`src/core/iag_pkg.sv`:
```
/*
 * Constants and types for the indexed operand address generator.
 * Assumes a single 20 MHz core clock and an instruction sequencer that
 * presents one operand request per cycle.
 */
// Overview of operation
// - Three 16-bit signed index registers kept.
// - All index registers behave identically in single loads and indexing.
// - Direct addressing passes operand address unchanged.
// - Indexed address is base plus signed index.
// - Indexing allowed only for RW, T, C, D.
// - Index registers loaded as ordinary instruction destinations.
// - Double-length pairs only second-first, third-second.
// - No range check on effective address.
// - Loads and indexed accesses repeat without limit.
package iag_pkg;
	// ----------------------------------------
	// Widths
	// ----------------------------------------
	localparam int unsigned IDX_W = 16;
	localparam int unsigned ADDR_W = 16;
	localparam int unsigned NUM_IDX = 3;

	// ----------------------------------------
	// Reset values and register space codes
	// ----------------------------------------
	localparam logic [15:0] IDX_RST = 16'h0000;
	localparam logic [15:0] IDX_MIN = 16'h8000;
	localparam logic [15:0] IDX_MAX = 16'h7fff;

	typedef enum logic [2:0] {
		IAG_SPC_RW,
		IAG_SPC_T,
		IAG_SPC_C,
		IAG_SPC_D,
		IAG_SPC_X,
		IAG_SPC_Y,
		IAG_SPC_S,
		IAG_SPC_OTHER
	} iag_space_t;

	typedef enum logic [1:0] {
		IAG_SEL_NONE,
		IAG_SEL_FIRST,
		IAG_SEL_SECOND,
		IAG_SEL_THIRD
	} iag_sel_t;
endpackage

```
`src/core/iag_idx_regs.sv`:
```
/*
 * Index register bank: three 16-bit words with one write port
 * and two registered read ports for the source and destination operands.
 * Assumes the caller has already validated the write request.
 */
module iag_idx_regs (
	// Clock and reset
	input wire logic clk,
	input wire logic rst_sync_n,
	// Write port
	input wire logic wr_en,
	input wire logic [1:0] wr_sel,
	input wire logic [15:0] wr_data,
	// Read ports
	input wire logic [1:0] rd_a_sel,
	input wire logic [1:0] rd_b_sel,
	output logic [15:0] rd_a_data,
	output logic [15:0] rd_b_data,
	// Whole bank for pair reads
	output logic [47:0] bank
);
	logic [15:0] mem_ff [3];
	logic [15:0] rd_a_ff;
	logic [15:0] rd_b_ff;

	// One entry per register; selection 0 means no index register
	always_ff @(posedge clk or negedge rst_sync_n) begin
		if (!rst_sync_n) begin
			mem_ff[0] <= iag_pkg::IDX_RST;
			mem_ff[1] <= iag_pkg::IDX_RST;
			mem_ff[2] <= iag_pkg::IDX_RST;
		end else if (wr_en && wr_sel != 2'h0) begin
			mem_ff[wr_sel - 2'h1] <= wr_data;
		end
	end

	always_ff @(posedge clk or negedge rst_sync_n) begin
		if (!rst_sync_n) begin
			rd_a_ff <= iag_pkg::IDX_RST;
			rd_b_ff <= iag_pkg::IDX_RST;
		end else begin
			rd_a_ff <= (rd_a_sel == 2'h0) ? 16'h0000 : mem_ff[rd_a_sel - 2'h1];
			rd_b_ff <= (rd_b_sel == 2'h0) ? 16'h0000 : mem_ff[rd_b_sel - 2'h1];
		end
	end

	assign rd_a_data = rd_a_ff;
	assign rd_b_data = rd_b_ff;
	assign bank = {mem_ff[2], mem_ff[1], mem_ff[0]};
endmodule

```
`src/core/iag_top.sv`:
```
/*
 * Indexed operand address generator: forms effective register addresses
 * for source and destination operands, and hosts the index register bank.
 * Assumes the sequencer holds a request for the cycle it presents it and
 * takes results one cycle later; index writes come from the result bus.
 */
module iag_top (
	// Clock and reset
	input wire logic clk,
	input wire logic rst_n,
	// Operand request
	input wire logic req_valid,
	input wire logic [15:0] src_base,
	input wire logic [2:0] src_space,
	input wire logic [1:0] src_idx_sel,
	input wire logic [15:0] dst_base,
	input wire logic [2:0] dst_space,
	input wire logic [1:0] dst_idx_sel,
	// Effective addresses
	output logic ea_valid,
	output logic [15:0] src_ea,
	output logic [15:0] dst_ea,
	output logic idx_refused,
	// Index register load from instruction result
	input wire logic idx_wr_en,
	input wire logic [1:0] idx_wr_sel,
	input wire logic [15:0] idx_wr_data,
	// Double-length pair load and read
	input wire logic pair_wr_en,
	input wire logic [1:0] pair_low_sel,
	input wire logic [31:0] pair_wr_data,
	output logic pair_refused,
	output logic [31:0] pair_rd_data
);
	// ----------------------------------------
	// Reset synchroniser
	// ----------------------------------------
	logic rst_s1_ff;
	logic rst_sync_n_ff;

	always_ff @(posedge clk or negedge rst_n) begin
		if (!rst_n) begin
			rst_s1_ff <= 1'b0;
			rst_sync_n_ff <= 1'b0;
		end else begin
			rst_s1_ff <= 1'b1;
			rst_sync_n_ff <= rst_s1_ff;
		end
	end

	// Everything below resets from this copy, so release never races the clock
	wire rst_sync_n = rst_sync_n_ff;

	// ----------------------------------------
	// Helpers
	// ----------------------------------------
	// Only RW, T, C and D accept an index
	function automatic logic space_indexable(input logic [2:0] spc);
		space_indexable = (spc == iag_pkg::IAG_SPC_RW) || (spc == iag_pkg::IAG_SPC_T) ||
			(spc == iag_pkg::IAG_SPC_C) || (spc == iag_pkg::IAG_SPC_D);
	endfunction

	// Wraps to the address width; the program owns the range
	function automatic logic [15:0] add_index(input logic [15:0] base, input logic [15:0] idx);
		add_index = base + idx;
	endfunction

	// Low register must be first or second so its upper neighbour exists
	function automatic logic pair_ok(input logic [1:0] low_sel);
		pair_ok = (low_sel == iag_pkg::IAG_SEL_FIRST) || (low_sel == iag_pkg::IAG_SEL_SECOND);
	endfunction

	// ----------------------------------------
	// Index write arbitration
	// ----------------------------------------
	wire pair_go = pair_wr_en && pair_ok(pair_low_sel);
	wire pair_bad = pair_wr_en && !pair_ok(pair_low_sel);
	wire [1:0] pair_high_sel = pair_low_sel + 2'h1;
	// The low half of a pair takes the write port at once and drops a single write in that cycle; the high half is
	// written in a second cycle, dropping any single write or new pair there, to keep the bank at one write port.
	logic pair_hi_pend_ff;
	logic [1:0] pair_hi_sel_ff;
	logic [15:0] pair_hi_data_ff;

	wire wr_en = idx_wr_en || pair_go || pair_hi_pend_ff;
	wire [1:0] wr_sel = pair_hi_pend_ff ? pair_hi_sel_ff : (pair_go ? pair_low_sel : idx_wr_sel);
	wire [15:0] wr_data = pair_hi_pend_ff ? pair_hi_data_ff : (pair_go ? pair_wr_data[15:0] : idx_wr_data);

	always_ff @(posedge clk or negedge rst_sync_n) begin
		if (!rst_sync_n) begin
			pair_hi_pend_ff <= 1'b0;
			pair_hi_sel_ff <= 2'h0;
			pair_hi_data_ff <= 16'h0000;
		end else begin
			pair_hi_pend_ff <= pair_go && !pair_hi_pend_ff;
			pair_hi_sel_ff <= pair_high_sel;
			pair_hi_data_ff <= pair_wr_data[31:16];
		end
	end

	// ----------------------------------------
	// Index bank
	// ----------------------------------------
	logic [15:0] src_idx_val;
	logic [15:0] dst_idx_val;
	logic [47:0] bank;

	// Effective index selection drops an index on a non-indexable space
	wire src_idx_ok = space_indexable(src_space);
	wire dst_idx_ok = space_indexable(dst_space);
	wire [1:0] src_sel_eff = src_idx_ok ? src_idx_sel : 2'h0;
	wire [1:0] dst_sel_eff = dst_idx_ok ? dst_idx_sel : 2'h0;

	iag_idx_regs iag_idx_regs_inst (
		.clk(clk),
		.rst_sync_n(rst_sync_n),
		.wr_en(wr_en),
		.wr_sel(wr_sel),
		.wr_data(wr_data),
		.rd_a_sel(src_sel_eff),
		.rd_b_sel(dst_sel_eff),
		.rd_a_data(src_idx_val),
		.rd_b_data(dst_idx_val),
		.bank(bank)
	);

	// ----------------------------------------
	// Address stage
	// ----------------------------------------
	// Bank read is registered, so bases travel one cycle alongside it
	logic valid_ff;
	logic [15:0] src_base_ff;
	logic [15:0] dst_base_ff;
	logic refused_ff;

	always_ff @(posedge clk or negedge rst_sync_n) begin
		if (!rst_sync_n) begin
			valid_ff <= 1'b0;
			src_base_ff <= 16'h0000;
			dst_base_ff <= 16'h0000;
			refused_ff <= 1'b0;
		end else begin
			valid_ff <= req_valid;
			src_base_ff <= src_base;
			dst_base_ff <= dst_base;
			refused_ff <= req_valid && ((!src_idx_ok && src_idx_sel != 2'h0) ||
				(!dst_idx_ok && dst_idx_sel != 2'h0));
		end
	end

	// Zero index gives the base unchanged, i.e. direct addressing
	assign ea_valid = valid_ff;
	assign src_ea = add_index(src_base_ff, src_idx_val);
	assign dst_ea = add_index(dst_base_ff, dst_idx_val);
	assign idx_refused = refused_ff;
	assign pair_refused = pair_bad;

	// Pair read follows the low selection; illegal pairs read zero
	wire [1:0] pr_sel = pair_low_sel;
	assign pair_rd_data = (pr_sel == iag_pkg::IAG_SEL_FIRST) ? bank[31:0] :
		(pr_sel == iag_pkg::IAG_SEL_SECOND) ? bank[47:16] : 32'h0000_0000;

	// ----------------------------------------
	// Checks
	// ----------------------------------------
	a_direct_unchanged: assert property (@(posedge clk) disable iff (!rst_sync_n)
		(req_valid && src_idx_sel == 2'h0 && !pair_hi_pend_ff && !idx_wr_en && !pair_wr_en)
		|=> src_ea == $past(src_base)) else $error("direct source address altered");

	a_indexed_sum: assert property (@(posedge clk) disable iff (!rst_sync_n)
		(req_valid && src_idx_sel == 2'h1 && src_idx_ok)
		|=> src_ea == 16'($past(src_base) + $past(bank[15:0]))) else $error("indexed sum wrong");

	a_space_gate: assert property (@(posedge clk) disable iff (!rst_sync_n)
		(req_valid && !dst_idx_ok) |=> dst_ea == $past(dst_base)) else $error("index applied to bad space");

	a_refuse_flag: assert property (@(posedge clk) disable iff (!rst_sync_n)
		(req_valid && !src_idx_ok && src_idx_sel != 2'h0)
		|=> idx_refused) else $error("index on closed space not flagged");

	a_dst_indexed: assert property (@(posedge clk) disable iff (!rst_sync_n)
		(req_valid && dst_idx_sel == 2'h3 && dst_idx_ok)
		|=> dst_ea == 16'($past(dst_base) + $past(bank[47:32]))) else $error("destination sum wrong");

	a_dst_direct: assert property (@(posedge clk) disable iff (!rst_sync_n)
		(req_valid && dst_idx_sel == 2'h0)
		|=> dst_ea == $past(dst_base)) else $error("direct destination address altered");

	a_ea_follows: assert property (@(posedge clk) disable iff (!rst_sync_n)
		req_valid
		|=> ea_valid) else $error("request left unanswered");

	a_load_visible: assert property (@(posedge clk) disable iff (!rst_sync_n)
		(idx_wr_en && idx_wr_sel == 2'h2 && !pair_wr_en && !pair_hi_pend_ff)
		|=> bank[31:16] == $past(idx_wr_data)) else $error("index load lost");

	a_pair_legal: assert property (@(posedge clk) disable iff (!rst_sync_n)
		(pair_wr_en && pair_low_sel == 2'h3) |-> pair_refused && !pair_go) else $error("illegal pair accepted");

	a_pair_write: assert property (@(posedge clk) disable iff (!rst_sync_n)
		(pair_go && !pair_hi_pend_ff && pair_low_sel == 2'h1 && !idx_wr_en) ##1 !pair_wr_en
		|=> bank[31:0] == $past(pair_wr_data, 2)) else $error("pair write wrong");

	a_no_range_flag: assert property (@(posedge clk) disable iff (!rst_sync_n)
		(req_valid && src_idx_ok && dst_idx_ok) |=> !idx_refused) else $error("flag raised on wrap");

	a_wr_changes: assert property (@(posedge clk) disable iff (!rst_sync_n)
		$changed(bank) |-> $past(wr_en)) else $error("bank changed without load");

	a_wrap_silent: assert property (@(posedge clk) disable iff (!rst_sync_n)
		(ea_valid && src_ea < src_base_ff && !src_idx_val[15]) |-> !idx_refused) else $error("wrap flagged");

	// ----------------------------------------
	// Double-length pair checks
	// ----------------------------------------
	a_pair_high: assert property (@(posedge clk) disable iff (!rst_sync_n)
		(pair_go && !pair_hi_pend_ff && pair_low_sel == 2'h2 && !idx_wr_en) ##1 !pair_wr_en
		|=> bank[47:16] == $past(pair_wr_data, 2)) else $error("upper pair write wrong");

	a_pair_bad_keep: assert property (@(posedge clk) disable iff (!rst_sync_n)
		(pair_bad && !pair_hi_pend_ff && !idx_wr_en)
		|=> $stable(bank)) else $error("refused pair altered the bank");

	a_pair_zero: assert property (@(posedge clk) disable iff (!rst_sync_n)
		(pair_low_sel == 2'h0 || pair_low_sel == 2'h3)
		|-> pair_rd_data == 32'h0000_0000) else $error("illegal pair read not zero");
endmodule

```
`config.mk`:
```
export PLATFORM = sky130hd
export DESIGN_NAME = iag_top
export DESIGN_NICKNAME = d
export VERILOG_FILES = /design/src/core/iag_pkg.sv /design/src/core/iag_idx_regs.sv /design/src/core/iag_top.sv
export SDC_FILE = /design/constraint.sdc
export NUM_CORES = 1
export LEC_CHECK = 0
export BUFFER_PORTS_ARGS = -buffer_cell sky130_fd_sc_hd__buf_4
export CELL_PAD_IN_SITES_DETAIL_PLACEMENT = 1
export CELL_PAD_IN_SITES_GLOBAL_PLACEMENT = 1
export CORE_MARGIN = 1.5
export CORE_UTILIZATION = 30
export DETAILED_ROUTE_END_ITERATION = 16
export PLACE_DENSITY = 0.64
export SYNTH_ARGS = -nofsm -noshare
export SYNTH_HDL_FRONTEND = slang
export SYNTH_SLANG_ARGS = --single-unit
export TNS_END_PERCENT = 1
```
`constraint.sdc`:
```
create_clock -name clk -period 11.7 [get_ports clk]
set_input_delay 0.585 -clock clk [delete_from_list [all_inputs] [get_ports clk]]
set_output_delay 0.585 -clock clk [all_outputs]
set_load 0.01 [all_outputs]
```
==> results of run 1 <==
[power breakdown]
group          switching, mW  internal [mW]
registers              0.117          0.563
logic                  0.257          0.281
clock network          0.217          0.359
total                  0.590           1.20
[cell type report]
class                   instances  area (um2)
clock inverters                14         200
clock buffers                  18         429
well taps                     324         405
multi-input cells             551        3810
fillers                      2760       14800
repair buffers                167        1260
inverters                       9        33.8
flip-flops and latches        135        3380
[flip-flops by register name, indices dropped and copies added, names as in the netlist]
name	count
dst_base_ff	16
ea_valid	1
iag_idx_regs_inst.bank	48
iag_idx_regs_inst.rd_a_data	16
iag_idx_regs_inst.rd_b_data	16
idx_refused	1
pair_hi_data_ff	16
pair_hi_pend_ff	1
pair_hi_sel_ff	2
rst_s1_ff	1
rst_sync_n	1
src_base_ff	16
[metal layers]
layer,GRT usage,up-vias,routed length (um)
met3,0.0442,22,1180
met4,0.0497,0,296
met1,0.215,2816,9390
met5,0,-,0
li1,-,2884,-
met2,0.255,146,9040
[Yosys cell counts (7+ instances only)]
cell	count	area share
dfrtp_1	135	0.45
nand2_1	96	0.049
nor2_1	80	0.040
o21ai_0	63	0.042
mux2i_1	50	0.067
a21oi_1	41	0.028
mux2_2	36	0.055
ha_1	34	0.057
clkbuf_1	30	0.015
a31oi_1	18	0.015
xnor2_1	17	0.020
mux2_4	12	0.024
inv_1	9	0.0045
nand3_1	8	0.0054
a21o_1	7	0.0071
nand2b_1	7	0.0059
xor2_1	7	0.0083
[how the worst min path moves through the flow]
stage,start,end,slack (ns),depth (start not counted)
detailed placement,rst_s1_ff,rst_sync_n,0.34,0
global route,pair_wr_data[27],pair_hi_data_ff[11],0.24,1
global placement,rst_s1_ff,rst_sync_n,0.34,0
floorplan,rst_n,rst_s1_ff,0.29,0
finish,pair_wr_data[18],pair_hi_data_ff[2],0.26,1
CTS,pair_wr_data[18],pair_hi_data_ff[2],0.24,1
[per-stage QoR]
| stage | util | power (mW) |
|---|---|---|
| finish | 0.391 | 1.79 |
| global route | 0.391 | 1.90 |
| CTS | 0.391 | 1.82 |
| detailed placement | 0.365 | 1.23 |
| global placement | 0.365 | 1.22 |
| floorplan | - | 0.999 |
[logic make-up (layout without fill, tap and decap cells)]
| logic type | after synthesis | after routing | synth area share |
|---|---|---|---|
| and+or+nand+nor | 221 | 221 | 0.130 |
| AOI/OAI and AO/OA | 168 | 168 | 0.139 |
| DFF | 135 | 135 | 0.455 |
| muxes | 101 | 101 | 0.152 |
| buffers and inverters | 53 | 208 | 0.0332 |
| adders and majority gates | 36 | 36 | 0.0626 |
| xor gates and xnor gates | 24 | 24 | 0.0283 |
| other | 1 | 1 | 0.000505 |
[timing repair]
item | 4_1_cts | 5_1_grt
endpoints found under the hold margin | 2 | 0
endpoints found under the setup margin | 0 | 0
hold buffers | 1 | 0
==> results_dict.tcl, run 1 <==
set metrics [dict create \
    final_common_cell "buf_4" \
    stdcell_count 1218 \
    ir_drop_mv 0.0871 \
    antenna_found_initial 0 \
    num-nets-final 1016 \
    ys_seq_area_frac 0.455 \
    synth.net_count 874 \
    drv_cap 0 \
    core-area_mm2 0.0243 \
    cp-startpoint "iag_idx_regs_inst.rd_b_data[0]" \
    drive_above_1_share 0.287 \
    gp_congestion 0.818 \
    grt_pass1_vias 6130 \
    synth_edf_count 0 \
    worstPathRequired_ns 11.12 \
    slew_headroom 0.203 \
    drt-vias-per-instance 4.82 \
    synth-seq-cells 135 \
    dieArea_mm2 0.0257 \
    drc 0 \
    setup_tns_ns 0 \
    grt_first_pass_wirelength_um 32500 \
    first_pass_iters 4 \
    critPathMaxFanout 4 \
    fmax_ghz 0.280 \
    clkSinkCount 135 \
    hold_violations 0 \
    clock_path_buffers 2 \
    cts-root-buf "clkbuf_16" \
    rows 57 \
    status "complete, no violations" \
    hold_slack_ns 0.262 \
    path_delay_family "compound AO/OA/AOI/OAI gates" \
    layout_common_cells "buf_4, dfrtp_1, nand2_1" \
    arrival_ns 2.99 \
    worst-r2r-setup-slack_ns 9.00 \
    crit_type "reg2out" \
    portBuffers 161 \
    vias 5868 \
    maxSlewViolCount 0 \
    ys_warn_count 0 \
    worstReg2RegEnd "iag_idx_regs_inst.bank[8]" \
    dp_hpwl_um 14900 \
    worst_pin_slew_ns 1.19 \
    hp-class "in2reg" \
    r2r-start "pair_hi_pend_ff" \
    leakage_nw 4.39 \
    clk_pin_slew_worst_paths_ns 0.06 \
    power.density_mw_per_mm2 188 \
    dp_slack_ns 8.08 \
    wl_per_cell_um 16.3 \
    htreeDepth 4 \
    post_cts_buffers 0 \
    setup_viol 0 \
    cts_tree "yes" \
    cp_slowest_cell "a2111oi_0" \
    synthCells 739 \
    fin_crit_ns 3.58 \
    cts_resized 0 \
    critPathLaunchType "register" \
    endpoint "dst_ea[12]" \
    crit_chain "ha_1, fa_1, a211oi_1, o21bai_1, a211o_1, a2111oi_0, nor3b_1, buf_4" \
    diodes 0 \
    start_util 0.305 \
    path_depth 8 \
    ios 166 \
    die_h_um 160 \
    slowest_delay_ns 0.44 \
    clock_skew_ns 0.0134 \
    clkLatencyLatePin_ns 0.42 \
    syn2layout_area_growth_pct 28.1 \
    grt_max_degree 72 \
    fin_ws_ns 8.12 \
    post-route-cell-area_mm2 0.00952 \
    synth_area_mm2 0.00743 \
    wl_um 19900 \
    synth_ff_type "dfrtp_1" \
    fin_crit_sh 0.306 \
    grt_usage 0.161 \
    drt_iter0_markers 153 \
    end_kind "primary output" \
    grt_overflow 0 \
    cp.buffers_inverters 1 \
    rr_worst_depth 3 \
    ys_types 62 \
    chipWidth_um 160 \
    dp.cells 1185 \
    cts_inserted_buffers 17 \
    rsz0062_at_grt "no" \
    syn_area_per_cell_um2 10.1 \
    placed_cell_area_mm2 0.00888 \
    async_flop_share 1.00 \
    antenna_left 0 \
]
Power figures use the tool's default switching activity.
==> inputs of run 2 (changes only) <==
--- a/config.mk
+++ b/config.mk
@@ -11,7 +11,7 @@
 export CORE_MARGIN = 1.5
 export CORE_UTILIZATION = 30
 export DETAILED_ROUTE_END_ITERATION = 16
-export PLACE_DENSITY = 0.64
+export PLACE_DENSITY = 0.66
 export SYNTH_ARGS = -nofsm -noshare
 export SYNTH_HDL_FRONTEND = slang
 export SYNTH_SLANG_ARGS = --single-unit
==> constraint.sdc (replaced) <==
create_clock -name clk -period 2.9 [get_ports clk]
set_input_delay 0.145 -clock clk [delete_from_list [all_inputs] [get_ports clk]]
set_output_delay 0.145 -clock clk [all_outputs]
set_load 0.01 [all_outputs]
==> run 2 against run 1 <==
  * Worst hold slack got worse by 0.23 ns
  * Final cell count up 5.1%
  * Worst setup slack worse by 8.1 ns
  * Sequential power rose to 4.0 times the previous value
  * First-iteration DRC count rose by 92%
  * Largest power group unchanged
  * Register-to-register slack worse by 8.1 ns
  * Cell area increased by 6.7%
  * Critical path depth is 2 lower
  * Sequential share of layout area shrank 2.2 points
  * Combinational power increased to 4.3 times the previous value
==> results_dict.tcl, run 2 (synthesized netlist as in run 1, its figures left out) <==
set metrics [dict create \
    cp-startpoint "iag_idx_regs_inst.rd_b_data[1]" \
    wl_um 20300 \
    setup_tns_ns 0 \
    critPathLaunchType "register" \
    fmax_ghz 0.349 \
    p_int_mw 4.85 \
    power.density_mw_per_mm2 711 \
    cts_tree "yes" \
    grt_overflow 0 \
    rsz0062_at_grt "yes" \
    drt_iter0_markers 293 \
    crit_type "reg2out" \
    grt_first_pass_wirelength_um 33700 \
    first_pass_iters 4 \
    chipWidth_um 160 \
    end_kind "primary output" \
    ir_drop_mv 0.376 \
    vias 6084 \
    drive_above_1_share 0.290 \
    clkLatencyLatePin_ns 0.42 \
    status "complete, no violations" \
    placed_cell_area_mm2 0.00896 \
    cts-root-buf "clkbuf_16" \
    multi_input_area_mm2 0.00387 \
    drt-vias-per-instance 4.75 \
    die_h_um 160 \
    leakage_nw 4.66 \
    post-route-cell-area_mm2 0.0102 \
    clkSinkCount 135 \
    clk_pin_slew_worst_paths_ns 0.06 \
    syn2layout_area_growth_pct 36.7 \
    fill_cells 2701 \
    setup_viol 0 \
    worstPathRequired_ns 2.76 \
    rows 57 \
    grt_pass1_vias 6346 \
    hp-class "in2reg" \
    layout_common_cells "buf_4, dfrtp_1, nand2_1" \
    gp_congestion 0.814 \
    combPwrFrac 0.318 \
    antenna_found_initial 0 \
    p_seq_frac 0.377 \
    portBuffers 161 \
    largest_reg_flops 48 \
    htreeDepth 4 \
    drv_cap 0 \
    drc 0 \
    core-area_mm2 0.0243 \
    grt_usage 0.166 \
    start_util 0.305 \
    dieArea_mm2 0.0257 \
    cts_inserted_buffers 17 \
    stdcell_count 1280 \
    ios 166 \
    diodes 0 \
    hold_slack_ns 0.0312 \
    dp.cells 1195 \
    worst_pin_slew_ns 0.680 \
    r2r-start "pair_hi_pend_ff" \
    critPathMaxFanout 4 \
    arrival_ns 2.72 \
    fin_crit_sh 0.988 \
    antenna_left 0 \
    grt_max_degree 115 \
    dp_slack_ns 0.141 \
    slew_headroom 0.547 \
    regArea_mm2 0.00338 \
    p_clk_frac 0.305 \
    num-nets-final 1079 \
    clock_skew_ns 0.00947 \
    clock_path_buffers 2 \
    p_sw_mw 2.37 \
    fin_ws_ns 0.0351 \
    final_common_cell "buf_4" \
    maxSlewViolCount 0 \
    dp_hpwl_um 15100 \
    min-delay-start "dst_space[2]" \
    fin_crit_ns 2.86 \
    wl_per_cell_um 15.9 \
    hold_violations 0 \
    swShare 0.328 \
]
[run 2: cell types whose count changed in the layout (fill, tap and decap cells not counted), moves of 2 or more]
| cell | delta |
|---|---|
| clkinv_2 | +2 |
| fa_1 | -2 |
| dlygate4sd3_1 | +51 |
| inv_6 | -2 |
| buf_4 | +11 |
| fa_2 | +2 |
[run 2: area by class of cell]
cell class,count,area share
clock inverters,12,0.0152
repair buffers,230,0.184
flip-flops and latches,135,0.333
inverters,9,0.00333
well taps,324,0.0399
clock buffers,19,0.0436
multi-input cells,551,0.381
[run 2: metrics by stage]
stage	utilization	total power, mW
after global routing	0.418	7.67
after CTS	0.416	7.31
after detailed placement	0.369	4.98
final	0.418	7.22
after floorplan	-	4.03
after global placement	0.369	4.92
[run 2: routing by layer]
metal | global-route usage | share of wire
met1 | 0.224 | 0.48
met2 | 0.262 | 0.46
met3 | 0.0424 | 0.053
met4 | 0.0476 | 0.011
met5 | 0 | 0
[run 2: worst paths after layout]
| kind | end | slack (ns) | cells after the start |
|---|---|---|---|
| worst min register to register | pair_hi_data_ff[11] | 0.21 | 0 |
| worst max-delay path | dst_ea[9] | 0.04 | 6 |
| worst min-delay path | idx_refused | 0.03 | 3 |
| min in group asynchronous | rst_sync_n | 0.04 | 2 |
| max in group asynchronous | src_base_ff[4] | 1.79 | 1 |
| worst max register to register | iag_idx_regs_inst.bank[3] | 0.86 | 5 |
[run 2: power by group through the flow]
stage                     clock network, mW  registers [mW]  logic (mW)
after global routing                   2.35            2.79        2.54
final                                  2.20            2.72        2.30
after floorplan                           0            2.59        1.44
after CTS                              2.27            2.72        2.31
after global placement                    0            2.74        2.18
after detailed placement                  0            2.76        2.23
[run 2: critical path, cell delays in order (launching register included)]
cell and delay (ns):
dfrtp_1 0.40, ha_1 0.30, a21oi_1 0.21, o22ai_1 0.20
o41a_1 0.40, o311ai_0 0.57, buf_4 0.22
[run 2: what timing repair did]
item,4_1_cts,5_1_grt
pin swaps,3,4
setup buffers,1,1
setup endpoints to repair,5,6
endpoints found under the hold margin,54,0
hold buffers,52,0
resized for setup,7,4
==> inputs of run 3 (changes only) <==
--- a/config.mk
+++ b/config.mk
@@ -6,12 +6,11 @@
 export NUM_CORES = 1
 export LEC_CHECK = 0
 export BUFFER_PORTS_ARGS = -buffer_cell sky130_fd_sc_hd__buf_4
-export CELL_PAD_IN_SITES_DETAIL_PLACEMENT = 1
-export CELL_PAD_IN_SITES_GLOBAL_PLACEMENT = 1
 export CORE_MARGIN = 1.5
-export CORE_UTILIZATION = 30
+export CORE_UTILIZATION = 50
 export DETAILED_ROUTE_END_ITERATION = 16
-export PLACE_DENSITY = 0.66
+export PLACE_DENSITY = 0.81
+export SETUP_SLACK_MARGIN = 0.1
 export SYNTH_ARGS = -nofsm -noshare
 export SYNTH_HDL_FRONTEND = slang
 export SYNTH_SLANG_ARGS = --single-unit
==> run 3 against run 2 <==
  * Count of clock-buffer cells in the layout rose by 1
  * Die area fell by 39%
  * Combinational power barely moved
  * Sequential power barely moved
  * Critical path type unchanged
==> results_dict.tcl, run 3 (synthesized netlist as in run 1, its figures left out) <==
set metrics [dict create \
    status "complete, no violations" \
    grt_pass1_vias 6170 \
    num-nets-final 1082 \
    drt-vias-per-instance 5.38 \
    die_h_um 125 \
    ir_drop_mv 0.503 \
    power.density_mw_per_mm2 704 \
    clock_path_buffers 2 \
    fin_crit_sh 0.954 \
    gp_congestion 0.900 \
    critPathMaxFanout 3 \
    rows 44 \
    antenna_found_initial 0 \
    core-area_mm2 0.0145 \
    diodes 0 \
    antenna_left 0 \
    leakage_nw 4.67 \
    worstPathRequired_ns 2.76 \
    final_common_cell "buf_4" \
    worst_pin_slew_ns 0.751 \
    slew_headroom 0.499 \
    htreeDepth 4 \
    hp-class "in2reg" \
    clk_pin_slew_worst_paths_ns 0.06 \
    largest_reg_flops 48 \
    ios 166 \
    setup_tns_ns 0 \
    arrival_ns 2.62 \
    dieArea_mm2 0.0156 \
    start_util 0.511 \
    worst-r2r-setup-slack_ns 1.01 \
    layout_common_cells "buf_4, dfrtp_1, nand2_1" \
    drv_cap 0 \
    critPathLaunchType "register" \
    vias 6153 \
    grt_first_pass_wirelength_um 30100 \
    clkLatencyLatePin_ns 0.41 \
    grt_max_degree 53 \
    dp_hpwl_um 12900 \
    first_pass_iters 6 \
    cts_inserted_buffers 17 \
    clock_skew_ns 0.00715 \
    wl_um 18200 \
    maxSlewViolCount 0 \
    grt_overflow 0 \
    end_kind "primary output" \
    fin_crit_ns 2.77 \
    clkSinkCount 135 \
    cts-root-buf "clkbuf_16" \
    drc 0 \
    grt_usage 0.241 \
    drive_above_1_share 0.292 \
    cts_tree "yes" \
    fin_util 0.685 \
    portBuffers 161 \
    crit_type "reg2out" \
    rsz0062_at_grt "yes" \
    hold_slack_ns 0.0242 \
    hold_violations 0 \
    chipWidth_um 125 \
    wl_per_cell_um 15.9 \
    drt_iter0_markers 378 \
    setup_viol 0 \
    fmax_ghz 0.361 \
    syn2layout_area_growth_pct 34.0 \
]
[run 3: cell count changes in the layout (fill, tap and decap cells not counted), sizes merged]
cell      delta
clkinv       +3
buf          +3
clkbuf       +1
clkinvlp     -1
bufinv       -2
[run 3: path summary, 6_finish.rpt]
| check | end | depth (start not counted) | start |
|---|---|---|---|
| max | src_ea[12] | 9 | src_base_ff[0] |
| min | idx_refused | 3 | dst_space[2] |
| max reg2reg | iag_idx_regs_inst.bank[34] | 6 | pair_hi_pend_ff |
| min reg2reg | rst_sync_n | 0 | rst_s1_ff |
| max in group asynchronous | src_base_ff[1] | 1 | rst_sync_n |
| min in group asynchronous | rst_s1_ff | 2 | rst_n |
[run 3: stage by stage]
stage               area (um2)  instances  total power, mW  setup WS [ns]
floorplan                 7430        739             4.03          0.546
global placement          8800       1057             4.84          0.349
detailed placement        8800       1057             4.91          0.259
CTS                       9930       1144             7.01         0.0961
global route              9960       1144             7.43         0.0152
finish                    9960       1144             7.01          0.132
[run 3: metal layers]
layer	routed length, um	GRT usage
met5	0	0
met2	8650	0.389
met4	502	0.102
met3	1040	0.0580
met1	8000	0.312
[run 3: power by group]
group          switching, mW  leakage [nW]  internal, mW
Combinational           1.07          2.75          1.21
Clock                  0.774         0.282          1.24
Sequential             0.438          1.65          2.27
Total                   2.29          4.67          4.72
[run 3: cell type report]
class                   count  area [um2]
fillers                  1079        4580
multi-input cells         551        3850
flip-flops and latches    135        3380
repair buffers            233        1890
clock buffers              20         467
well taps                 184         230
clock inverters            12         101
inverters                   9        33.8
[run 3: timing repair]
action / in CTS / in global routing
hold endpoints to repair: 54 / 0
buffers inserted: 3 / 0
hold buffers: 52 / 0
cloned: 0 / 0
resized for setup: 6 / 3
pin swaps: 6 / 2
endpoints found under the setup margin: 5 / 7
[run 3: critical path: stages, from the launching register on]
cell and delay (ns):
dfrtp_1 0.36, ha_1 0.22, fa_2 0.37, a21o_1 0.21, a221oi_2 0.21, buf_4 0.16
o211a_1 0.18, nor4b_1 0.06, a311o_1 0.28, buf_4 0.15
